File: config.mk
export PLATFORM = sky130hd
export DESIGN_NAME = sepec_ctrl
export DESIGN_NICKNAME = d
export VERILOG_FILES = /design/src/logic/sepec_ctrl.v
export VERILOG_INCLUDE_DIRS = /design/src /design/src/common
export SDC_FILE = /design/constraint.sdc
export NUM_CORES = 1
export LEC_CHECK = 0
export BUFFER_PORTS_ARGS = -buffer_cell sky130_fd_sc_hd__buf_2
export CAP_MARGIN = 20
export CORE_MARGIN = 4
export CORE_UTILIZATION = 60
export DETAILED_ROUTE_END_ITERATION = 8
export PLACE_DENSITY = 0.76
export SLEW_MARGIN = 20
export SYNTH_ARGS = -nofsm -noshare
export SYNTH_HDL_FRONTEND = slang
export SYNTH_SLANG_ARGS = --single-unit
File: constraint.sdc
create_clock -name mclk -period 4.4 [get_ports mclk]
set_clock_uncertainty 0.15 [all_clocks]
set_input_delay 0.44 -clock mclk [delete_from_list [all_inputs] [get_ports mclk]]
set_output_delay 0.44 -clock mclk [all_outputs]
set_load 0.1 [all_outputs]
File: src/common/sepec_map.vh
// Opcodes, status layout, protection map and timing constants of the erase/protect controller
`ifndef SEPEC_MAP_VH
`define SEPEC_MAP_VH
`define SEPEC_OP_LATCH_SET      8'h06
`define SEPEC_OP_LATCH_CLEAR    8'h04
`define SEPEC_OP_STATUS_READ    8'h05
`define SEPEC_OP_STATUS_WRITE   8'h01
`define SEPEC_OP_PAGE_ERASE     8'h42
`define SEPEC_OP_SECTOR_ERASE   8'hD8
`define SEPEC_OP_CHIP_ERASE     8'hC7
`define SEPEC_OP_POWER_DOWN     8'hB9
`define SEPEC_OP_RELEASE_SIG    8'hAB
`define SEPEC_SR_PPE            7
`define SEPEC_SR_BP_HI          3
`define SEPEC_SR_BP_LO          2
`define SEPEC_SR_WEL            1
`define SEPEC_SR_BUSY           0
`define SEPEC_BP_NONE           2'h0
`define SEPEC_BP_QUARTER        2'h1
`define SEPEC_BP_HALF           2'h2
`define SEPEC_BP_ALL            2'h3
`define SEPEC_QUARTER_BASE      17'h18000
`define SEPEC_HALF_BASE         17'h10000
`define SEPEC_OP_BITS           6'h08
`define SEPEC_ADDR_END_BITS     6'h20
`define SEPEC_DATA_END_BITS     6'h10
`define SEPEC_CNT_TOP           6'h3F
`define SEPEC_CNT_WRAP          6'h38
`define SEPEC_CLK_MHZ           50
`define SEPEC_PAGE_ERASE_MS     6
`define SEPEC_SECTOR_ERASE_MS   10
`define SEPEC_CHIP_ERASE_MS     10
`define SEPEC_STATUS_WRITE_MS   6
`define SEPEC_DP_SETTLE_US      3
`define SEPEC_REL_US            3
`endif

File: src/logic/sepec_ctrl.v
// Serial EEPROM command control: write latch, status, block protection, erase and deep power-down
`timescale 1ns/1ps
`include "sepec_map.vh"
module sepec_ctrl #(
    parameter PAGE_ERASE_CYC   = `SEPEC_PAGE_ERASE_MS * 1000 * `SEPEC_CLK_MHZ,
    parameter SECTOR_ERASE_CYC = `SEPEC_SECTOR_ERASE_MS * 1000 * `SEPEC_CLK_MHZ,
    parameter CHIP_ERASE_CYC   = `SEPEC_CHIP_ERASE_MS * 1000 * `SEPEC_CLK_MHZ,
    parameter STATUS_WRITE_CYC = `SEPEC_STATUS_WRITE_MS * 1000 * `SEPEC_CLK_MHZ,
    parameter DP_SETTLE_CYC    = `SEPEC_DP_SETTLE_US * `SEPEC_CLK_MHZ,
    parameter REL_CYC          = `SEPEC_REL_US * `SEPEC_CLK_MHZ,
    parameter [7:0] SIGNATURE  = 8'h5A,   // Arbitrary signature value
    parameter [7:0] NV_INIT    = 8'h00    // Power-on value of nonvolatile bits
) (
    input  wire        mclk,
    input  wire        reset,
    input  wire        cs_n,
    input  wire        sck,
    input  wire        si,
    input  wire        wp_n,
    output reg         so_ff,
    output reg         so_oe_n_ff,
    output reg         erase_req_ff,
    output reg  [1:0]  erase_kind_ff,
    output reg  [16:0] erase_addr_ff,
    output reg         power_down_ff,
    output reg         low_power_ff,
    output reg  [7:0]  status_ff
);

localparam [1:0] KIND_PAGE   = 2'h0;
localparam [1:0] KIND_SECTOR = 2'h1;
localparam [1:0] KIND_CHIP   = 2'h2;
localparam [1:0] KIND_STATUS = 2'h3;

localparam [1:0] ST_STANDBY = 2'h0;
localparam [1:0] ST_BUSY    = 2'h1;
localparam [1:0] ST_DPD     = 2'h2;
localparam [1:0] ST_REL     = 2'h3;

////////////////////////////////////////////////////////////////////////////////
// Pin synchronisers and edge detection

reg  [1:0]  cs_sync_ff;
reg  [1:0]  sck_sync_ff;
reg  [1:0]  si_sync_ff;
reg  [1:0]  wp_sync_ff;
reg         sck_prev_ff;
reg         cs_prev_ff;

// Reset values equal the idle pin levels, so no false edge follows reset
wire cs_q      = cs_sync_ff[1];
wire sck_rise  = sck_sync_ff[1] & ~sck_prev_ff;
wire sck_fall  = ~sck_sync_ff[1] & sck_prev_ff;
wire cs_rise   = cs_q & ~cs_prev_ff;

always @(posedge mclk) begin
    if (reset) begin
        cs_sync_ff  <= 2'h3;
        sck_sync_ff <= 2'h0;
        si_sync_ff  <= 2'h0;
        wp_sync_ff  <= 2'h3;
        sck_prev_ff <= 1'b0;
        cs_prev_ff  <= 1'b1;
    end else begin
        cs_sync_ff  <= {cs_sync_ff[0], cs_n};
        sck_sync_ff <= {sck_sync_ff[0], sck};
        si_sync_ff  <= {si_sync_ff[0], si};
        wp_sync_ff  <= {wp_sync_ff[0], wp_n};
        sck_prev_ff <= sck_sync_ff[1];
        cs_prev_ff  <= cs_q;
    end
end

////////////////////////////////////////////////////////////////////////////////
// Protection helper

// True when the 17-bit address lies inside the area fenced by the protect code
function addr_locked;
    input [1:0]  bp;
    input [16:0] addr;
    begin
        case (bp)
            `SEPEC_BP_NONE:    addr_locked = 1'b0;
            `SEPEC_BP_QUARTER: addr_locked = (addr >= `SEPEC_QUARTER_BASE);
            `SEPEC_BP_HALF:    addr_locked = (addr >= `SEPEC_HALF_BASE);
            default:           addr_locked = 1'b1;
        endcase
    end
endfunction

////////////////////////////////////////////////////////////////////////////////
// Delay helpers

// Self-timed delays count down to one; the last cycle hands over to the next state, except in ST_DPD, where it raises low_power_ff
function timer_last;
    input [31:0] t;
    begin
        timer_last = (t <= 32'h1);
    end
endfunction

function [31:0] timer_step;
    input [31:0] t;
    begin
        timer_step = t - 32'h1;
    end
endfunction

////////////////////////////////////////////////////////////////////////////////
// Serial frame capture

reg  [5:0]  bit_cnt_ff;
reg  [7:0]  op_ff;
reg  [23:0] arg_ff;
reg  [7:0]  tx_ff;
reg  [1:0]  state_ff;
reg  [31:0] timer_ff;
reg  [1:0]  kind_ff;
reg         wel_ff;
reg         ppe_ff;
reg  [1:0]  bp_ff;
reg  [7:0]  nv_pend_ff;

reg  [5:0]  nxt_bit_cnt;
reg  [7:0]  nxt_op;
reg  [23:0] nxt_arg;

wire busy      = (state_ff == ST_BUSY);
wire in_dpd    = (state_ff == ST_DPD);
wire [7:0] sr  = {ppe_ff, 3'h0, bp_ff, wel_ff, busy};
wire [16:0] ea = arg_ff[16:0];
wire sr_locked = ppe_ff & ~wp_sync_ff[1];

always @* begin
    nxt_bit_cnt = bit_cnt_ff;
    nxt_op      = op_ff;
    nxt_arg     = arg_ff;
    if (sck_rise && !cs_q) begin
        // Long reads wrap inside the last byte slot so the byte reload keeps firing
        if (bit_cnt_ff == `SEPEC_CNT_TOP) begin
            nxt_bit_cnt = `SEPEC_CNT_WRAP;
        end else begin
            nxt_bit_cnt = bit_cnt_ff + 6'h01;
        end
        if (bit_cnt_ff < `SEPEC_OP_BITS) begin
            nxt_op = {op_ff[6:0], si_sync_ff[1]};
        end else begin
            nxt_arg = {arg_ff[22:0], si_sync_ff[1]};
        end
    end
end

always @(posedge mclk) begin
    if (reset || cs_q) begin
        bit_cnt_ff <= 6'h00;
    end else begin
        bit_cnt_ff <= nxt_bit_cnt;
    end
    if (reset) begin
        op_ff  <= 8'h00;
        arg_ff <= 24'h000000;
    end else begin
        op_ff  <= nxt_op;
        arg_ff <= nxt_arg;
    end
end

////////////////////////////////////////////////////////////////////////////////
// Serial output: status repeats, signature after dummy address

wire in_sr_read = (op_ff == `SEPEC_OP_STATUS_READ) && (bit_cnt_ff >= `SEPEC_OP_BITS) && !in_dpd;
wire in_sig     = (op_ff == `SEPEC_OP_RELEASE_SIG) && (bit_cnt_ff >= `SEPEC_ADDR_END_BITS);

always @(posedge mclk) begin
    if (reset) begin
        so_ff      <= 1'b0;
        so_oe_n_ff <= 1'b1;
        tx_ff      <= 8'h00;
    end else if (cs_q) begin
        so_oe_n_ff <= 1'b1;
    end else if (sck_fall && (in_sr_read || in_sig)) begin
        // Reload on byte boundary so a busy change shows on the next byte
        if (bit_cnt_ff[2:0] == 3'h0) begin
            so_ff <= in_sig ? SIGNATURE[7] : sr[7];
            tx_ff <= in_sig ? {SIGNATURE[6:0], 1'b0} : {sr[6:0], 1'b0};
        end else begin
            so_ff <= tx_ff[7];
            tx_ff <= {tx_ff[6:0], 1'b0};
        end
        so_oe_n_ff <= 1'b0;
    end
end

////////////////////////////////////////////////////////////////////////////////
// Command execution at deselect; release from power-down at the eighth bit

wire at_op_end   = (bit_cnt_ff == `SEPEC_OP_BITS);
wire at_data_end = (bit_cnt_ff == `SEPEC_DATA_END_BITS);
wire at_addr_end = (bit_cnt_ff == `SEPEC_ADDR_END_BITS);

always @(posedge mclk) begin
    if (reset) begin
        state_ff   <= ST_STANDBY;
        wel_ff     <= 1'b0;
        ppe_ff     <= NV_INIT[`SEPEC_SR_PPE];
        bp_ff      <= NV_INIT[`SEPEC_SR_BP_HI:`SEPEC_SR_BP_LO];
        timer_ff   <= 32'h0;
        kind_ff    <= KIND_PAGE;
        nv_pend_ff <= 8'h00;
        erase_req_ff  <= 1'b0;
        erase_kind_ff <= KIND_PAGE;
        erase_addr_ff <= 17'h00000;
        low_power_ff  <= 1'b0;
    end else begin
        erase_req_ff <= 1'b0;
        case (state_ff)
            ST_STANDBY: begin
                if (cs_rise && at_op_end) begin
                    case (op_ff)
                        `SEPEC_OP_LATCH_SET:   wel_ff <= 1'b1;
                        `SEPEC_OP_LATCH_CLEAR: wel_ff <= 1'b0;
                        `SEPEC_OP_CHIP_ERASE: begin
                            if (wel_ff && bp_ff == `SEPEC_BP_NONE) begin
                                wel_ff        <= 1'b0;
                                kind_ff       <= KIND_CHIP;
                                timer_ff      <= CHIP_ERASE_CYC;
                                state_ff      <= ST_BUSY;
                                erase_req_ff  <= 1'b1;
                                erase_kind_ff <= KIND_CHIP;
                                erase_addr_ff <= 17'h00000;
                            end
                        end
                        `SEPEC_OP_POWER_DOWN: begin
                            state_ff <= ST_DPD;
                            timer_ff <= DP_SETTLE_CYC;
                        end
                        default: ;
                    endcase
                end else if (cs_rise && at_data_end && op_ff == `SEPEC_OP_STATUS_WRITE) begin
                    if (wel_ff && !sr_locked) begin
                        wel_ff     <= 1'b0;
                        nv_pend_ff <= arg_ff[7:0];
                        kind_ff    <= KIND_STATUS;
                        timer_ff   <= STATUS_WRITE_CYC;
                        state_ff   <= ST_BUSY;
                    end
                end else if (cs_rise && at_addr_end &&
                             (op_ff == `SEPEC_OP_PAGE_ERASE || op_ff == `SEPEC_OP_SECTOR_ERASE)) begin
                    if (wel_ff) begin
                        wel_ff <= 1'b0;
                        if (!addr_locked(bp_ff, ea)) begin
                            state_ff      <= ST_BUSY;
                            erase_req_ff  <= 1'b1;
                            erase_addr_ff <= ea;
                            if (op_ff == `SEPEC_OP_PAGE_ERASE) begin
                                kind_ff       <= KIND_PAGE;
                                erase_kind_ff <= KIND_PAGE;
                                timer_ff      <= PAGE_ERASE_CYC;
                            end else begin
                                kind_ff       <= KIND_SECTOR;
                                erase_kind_ff <= KIND_SECTOR;
                                timer_ff      <= SECTOR_ERASE_CYC;
                            end
                        end
                    end
                end
            end
            ST_BUSY: begin
                // Array commands are dropped here; status read and the signature read still answer
                if (!timer_last(timer_ff)) begin
                    timer_ff <= timer_step(timer_ff);
                end else begin
                    state_ff <= ST_STANDBY;
                    if (kind_ff == KIND_STATUS) begin
                        ppe_ff <= nv_pend_ff[`SEPEC_SR_PPE];
                        bp_ff  <= nv_pend_ff[`SEPEC_SR_BP_HI:`SEPEC_SR_BP_LO];
                    end
                end
            end
            ST_DPD: begin
                if (!timer_last(timer_ff)) begin
                    timer_ff <= timer_step(timer_ff);
                end else begin
                    low_power_ff <= 1'b1;
                end
                // Release begins at the eighth bit; the signature may follow in the same frame
                if (!cs_q && at_op_end && op_ff == `SEPEC_OP_RELEASE_SIG) begin
                    state_ff     <= ST_REL;
                    timer_ff     <= REL_CYC;
                    low_power_ff <= 1'b0;
                end
            end
            ST_REL: begin
                if (!timer_last(timer_ff)) begin
                    timer_ff <= timer_step(timer_ff);
                end else begin
                    state_ff <= ST_STANDBY;
                end
            end
            default: state_ff <= ST_STANDBY;
        endcase
    end
end

always @(posedge mclk) begin
    if (reset) begin
        power_down_ff <= 1'b0;
        status_ff     <= 8'h00;
    end else begin
        power_down_ff <= in_dpd;
        status_ff     <= sr;
    end
end

endmodule // sepec_ctrl

==> results.cfg, run 1 <==
[status]
status = finished, final reports clean

[global_route]
grt_pass1_wl_um = 21160
grt_max_degree = 47
grt.total_usage_pct = 24.97
grt_pass1_vias = 4556
antenna_found_initial = 0
grt_overflow = 0

[finish]
multi_input_area_um2 = 2825
drive_above_1_share_pct = 14.33
fill_cells = 688
diodes = 0
area_growth_pct = 14.58
seq_area_um2 = 2402
nNetsFinal = 702

[worst_setup_path]
crit_family = simple AND/OR/NAND/NOR gates
reg2reg_slack_ns = 1.30
critPathLaunchType = flip-flop
reg2reg_to = timer_ff[10]
critPathLaunch = op_ff[2]
end_kind = flip-flop
crit_type = flip-flop to flip-flop
reg2reg_from = op_ff[2]
r2r_cells = 7
worstPathCellList = nor4_1, nand4_1, a211oi_4, o211ai_4, nand2_1, a21o_1, nor2_1
crit_buf_inv = 0
slowest_delay_ns = 0.47
worstPathArrival_ns = 3.36
critPathSlowestCell = a211oi_4
critPathRequiredTime_ns = 4.65
worstPathMaxFanout = 14

[timing]
finalCritPeriodShare_pct = 70.57
rsz0062_at_grt = false
post-route-min-period_ns = 3.105
setup_tns_ns = 0
drv_slew = 0
setup_violations = 0
max_freq_mhz = 322.1
worst_pin_slew_ns = 0.8969
hold_violations = 0
maxSlewHeadroom_pct = 39.57
setup_slack_ns = 1.295

[floorplanning]
dieArea_um2 = 10650
start_util_pct = 62.08
die_w_um = 103.2
ios = 38
core_area_um2 = 8763
num_rows = 34
die_h_um = 103.2

[pwr]
leakage_nw = 2.299
fin_total_pwr_mw = 2.442
p_per_area_nw_per_um2 = 391.8
vdd_drop_max_mv = 0.2583

[synthesis]
syn-instance-count = 669
avgSynthCellArea_um2 = 8.132
synthTopCellsByCount = dfxtp_1 (120), nand2_1 (95), a21oi_1 (75), nor2_1 (68), clkbuf_1 (32)
yosysTopAreaCell = dfxtp_1
synth-seq-cells = 120
ys_async_sr_fraction_pct = 0
synth_edf_count = 0
ys_types = 57
yosysMostFrequentCell = dfxtp_1
ys_top_cells_by_area = dfxtp_1 (44%), a21oi_1 (6.9%), nand2_1 (6.6%), nor2_1 (4.7%), o21ai_0 (2.6%)
yosysWarnings = 0
synthesis.area_um2 = 5440
synth_ff_type = dfxtp_1
yosysSeqAreaShare_pct = 44.16
synth_top_cell_area_share_pct = 44.16

[clocking]
numCtsBuffers = 17
cts_buffer_depth = 2
cts-root-buf = clkbuf_8
clkLatencyLatePin_ns = 0.53
cts_max_level = 4
cts_resized = 0
tritoncts = done
cts.sinks = 120
clkSlewWorstSetupHoldPaths_ns = 0.06

[place]
pre_cts_ws_ns = 1.385
port_buffers = 34
dpl.hpwl_um = 8496
place.gp.congestion = 0.9072

[drt]
first_pass_iters = 5
drc_errors = 0
num_vias = 4859
via_per_inst = 5.977
wl_um = 12590
wl_per_cell_um = 15.49
drtIter0Drc = 291
drtAntennaViolNets = 0

[worst_hold_path]
hold_path_end = cs_sync_ff[1]
holdPathStages = 1
hp-start = cs_sync_ff[0]
min_path_type = flip-flop to flip-flop

[job]
cap_violations = 0
==> placed cells by master, fill, tap and decap left out, types with 4 or more instances in the layout <==
cell type	n
dlygate4sd3_1	4
dfxtp_1	120
nor4b_1	5
clkbuf_16	16
a22oi_1	8
inv_8	5
and2_1	7
nand4_1	8
nand2b_1	6
o31ai_1	5
inv_1	11
or4_1	4
a2111oi_2	5
nor2_2	5
ha_1	4
a31oi_1	7
nor3_1	16
buf_4	5
nand2_1	95
nand3b_1	5
buf_2	34
o21ai_0	28
and4_1	4
nor4_1	9
inv_6	6
nand3_1	22
or3_1	11
xnor2_1	11
nor2b_1	17
nor2_1	68
mux2i_1	11
or2_2	11
a211oi_1	11
a21o_1	5
a21oi_1	75
==> sequential cells by signal, indices dropped and copies added (netlist names), 3 cells and up <==
register       cells
timer_ff          32
arg_ff            17
erase_addr_ff     17
op_ff              8
tx_ff              7
bit_cnt_ff         6
status_ff          5
nv_pend_ff         3
==> cell type report <==
class | count | area share, %
clock buffer | 17 | 6.644
clock inverter | 15 | 2.369
inverter | 11 | 0.6624
multi-input combinational | 498 | 45.32
sequential | 120 | 38.54
tap | 108 | 2.168
timing repair buffer | 44 | 4.295
==> routing by layer <==
metal / vias up / GRT usage, % / part of all wire (%)
li1: 2395 / - / -
met1: 2324 / 31.14 / 44
met2: 119 / 42.53 / 50
met3: 21 / 6.103 / 4.4
met4: 0 / 8.167 / 1.4
met5: - / 0 / 0
==> what timing repair did <==
action	4_1_cts	5_1_grt
setup endpoints to repair	0	0
buffers inserted	0	0
hold buffers	4	0
endpoints found under the hold margin	4	0
==> where the power goes <==
part,switching [mW],total [mW],internal [mW]
clock network,0.583,1.31,0.725
registers,0.00173,1.09,1.09
logic,0.0321,0.0426,0.0105
total,0.616,2.44,1.83
==> logic make-up (layout without fill, tap and decap cells) <==
kind of cell,count (synthesis),count (layout),synth area share (%)
xor gates and xnor gates,12,12,1.932
and+or+nand+nor,306,306,28.08
other,1,3,0.06893
DFF,120,120,44.16
muxes,11,11,2.024
adders and majority gates,4,4,0.9200
AOI/OAI and AO/OA,162,162,18.72
buffers and inverters,53,87,4.094
==> worst max-delay path by stage <==
stage	endpoint	slack, ns	depth (start not counted)
floorplan	timer_ff[2]	1.84	8
global placement	timer_ff[14]	1.47	7
detailed placement	timer_ff[14]	1.38	7
CTS	timer_ff[10]	1.36	7
global route	timer_ff[10]	1.14	7
finish	timer_ff[10]	1.30	7
==> per-stage QoR <==
step                cell area (µm²)  hold slack, ns  cells  util [%]
detailed placement             5629          0.2476    777     64.23
floorplan                      5448          0.2395    671         -
global route                   6233          0.2701    813     71.13
finish                         6233          0.2624    813     71.13
global placement               5629          0.2427    777     64.23
CTS                            6231          0.2666    813     71.10
Note: power is estimated with default switching activity, not from simulation.
==> inputs of run 2 (changes only) <==
--- a/config.mk
+++ b/config.mk
@@ -6,6 +6,7 @@
 export SDC_FILE = /design/constraint.sdc
 export NUM_CORES = 1
 export LEC_CHECK = 0
+export ABC_AREA = 1
 export BUFFER_PORTS_ARGS = -buffer_cell sky130_fd_sc_hd__buf_2
 export CAP_MARGIN = 20
 export CORE_MARGIN = 4
==> constraint.sdc (replaced) <==
create_clock -name mclk -period 3.2 [get_ports mclk]
set_clock_uncertainty 0.15 [all_clocks]
set_input_delay 0.32 -clock mclk [delete_from_list [all_inputs] [get_ports mclk]]
set_output_delay 0.32 -clock mclk [all_outputs]
set_load 0.1 [all_outputs]
==> run 2 against run 1 <==
  * Via count increased by 30%
  * Die area increased by 13%
  * First-iteration DRC count increased by 110%
  * Critical endpoint is now timer_ff[27]
==> results.cfg, run 2 <==
[worst_hold_path]
min_path_type = input port to flip-flop

[drt]
wl_um = 16200
drtIter0Drc = 602
via_per_inst = 5.495
drc_errors = 0
wl_per_cell_um = 14.07
num_vias = 6325
drtAntennaViolNets = 0
first_pass_iters = 5

[finish]
final_cell_mix = nor2_1 (232), nand2_1 (210), dfxtp_1 (120), inv_1 (93), nand3_1 (66)
area_growth_pct = 14.44
mostFrequentLayoutCell = nor2_1
final_area_um2 = 7118
regMostFlops = timer_ff
diodes = 0
largest_reg_flops = 32
drive_above_1_share_pct = 9.725
reg_top3 = timer_ff x32, arg_ff x17, erase_addr_ff x17
final_cells = 1151
nNetsFinal = 1016

[synthesis]
synth_ff_type = dfxtp_1
yosysTopAreaCell = dfxtp_1
ys_async_sr_fraction_pct = 0
yosysMostFrequentCell = nor2_1
synth_top_cell_area_share_pct = 38.62
avgSynthCellArea_um2 = 6.412
yosysSeqAreaShare_pct = 38.62
ys_types = 39
synthTopCellsByCount = nor2_1 (232), nand2_1 (210), dfxtp_1 (120), inv_1 (93), nand3_1 (66)
synthesis.area_um2 = 6220
synth-seq-cells = 120
synth_edf_count = 0
ys_top_cells_by_area = dfxtp_1 (39%), nor2_1 (14%), nand2_1 (13%), inv_1 (5.6%), nand3_1 (5.3%)
syn-instance-count = 970
yosysWarnings = 0

[global_route]
grt_pass1_wl_um = 27740
grt_pass1_vias = 5932
grt_max_degree = 53
antenna_found_initial = 0
grt_overflow = 0
grt.total_usage_pct = 29.29

[place]
place.gp.congestion = 0.9609
dp.cells = 1116
port_buffers = 34
dpl.hpwl_um = 11660
post_dp_cell_area_um2 = 6452

[worst_setup_path]
critPathLaunchType = flip-flop
end_kind = flip-flop
crit_type = flip-flop to flip-flop
worstPathMaxFanout = 12
worstPathArrival_ns = 2.94
critPathRequiredTime_ns = 3.44

[floorplanning]
die_h_um = 109.8
num_rows = 36
ios = 38
core_area_um2 = 9955
die_w_um = 109.8
dieArea_um2 = 12060
start_util_pct = 62.48

[timing]
post-route-min-period_ns = 2.706
worst_pin_slew_ns = 0.7688
drv_slew = 0
setup_violations = 0
finalCritPeriodShare_pct = 84.56
rsz0062_at_grt = false
setup_tns_ns = 0
max_freq_mhz = 369.6
hold_violations = 0
maxSlewHeadroom_pct = 48.69

[clocking]
cts-root-buf = clkbuf_8
tritoncts = done
cts_resized = 0
cts_buffer_depth = 2
clkLatencyLatePin_ns = 0.53
numCtsBuffers = 17
post_cts_buffers = 0
cts.sinks = 120
clkSlewWorstSetupHoldPaths_ns = 0.06
cts_max_level = 4
cts-hold-fix-buffers = 4

[pwr]
vdd_drop_max_mv = 0.4854
p_per_area_nw_per_um2 = 503.1
fin_total_pwr_mw = 3.581
leakage_nw = 3.496

[status]
status = finished, final reports clean

[job]
cap_violations = 0
==> run 2: path summary, 6_finish.rpt <==
path	start	to	slack (ns)	cells past startpoint
max reg2reg	bit_cnt_ff[0]	timer_ff[27]	0.49	12
max	bit_cnt_ff[0]	timer_ff[27]	0.49	12
min	reset	sck_prev_ff	0.23	3
min reg2reg	wp_sync_ff[0]	wp_sync_ff[1]	0.25	1
==> run 2: report_power, final <==
part	total [mW]	internal (mW)	switching, mW
Clock	2.00	1.32	0.681
Sequential	1.51	1.50	0.00471
Combinational	0.0724	0.0178	0.0546
==> run 2: routing by layer <==
metal	share of wire, %	track usage, %	up-vias
met5	0	0	-
met4	2.1	12.02	0
met3	6.0	6.166	36
met2	47	46.40	218
met1	45	38.75	2904
li1	-	-	3167
==> run 2: stage by stage <==
step	hold slack, ns	util, %	setup WS [ns]
floorplan	0.2383	-	1.122
global placement	0.2459	64.82	0.6601
detailed placement	0.2462	64.82	0.5240
CTS	0.2052	71.51	0.5443
global route	0.2424	71.51	0.1999
finish	0.2298	71.51	0.4941
==> run 2: critical path, stage by stage (launching register included) <==
cell     delay (ns)
dfxtp_1        0.33
inv_1          0.11
ha_1           0.19
nand3_1        0.17
nor2_1         0.13
nand2_1        0.25
nand3_1        0.17
nand2_1        0.07
nor2_1         0.23
nand2_1        0.31
buf_4          0.30
nand2_1        0.08
a21oi_1        0.07
==> run 2: kinds of logic after synthesis <==
logic type      after synthesis  share of synthesized area, %
flops                       120                         38.62
buf+inv                     131                         8.791
fa+ha+maj                     4                        0.8047
xor+xnor                     12                         1.690
simple gates                572                         39.13
other cells                   1                       0.06029
compound gates              130                         10.90
==> run 2: layout make-up <==
| cell class | instances | area (µm²) |
|---|---|---|
| Fill cell | 839 | 2836 |
| Sequential cell | 120 | 2402 |
| Multi-Input combinational cell | 721 | 3278 |
| Tap cell | 133 | 166.4 |
| Clock buffer | 20 | 455.4 |
| Inverter | 100 | 375.4 |
| Clock inverter | 11 | 170.2 |
| Timing Repair Buffer | 46 | 270.3 |
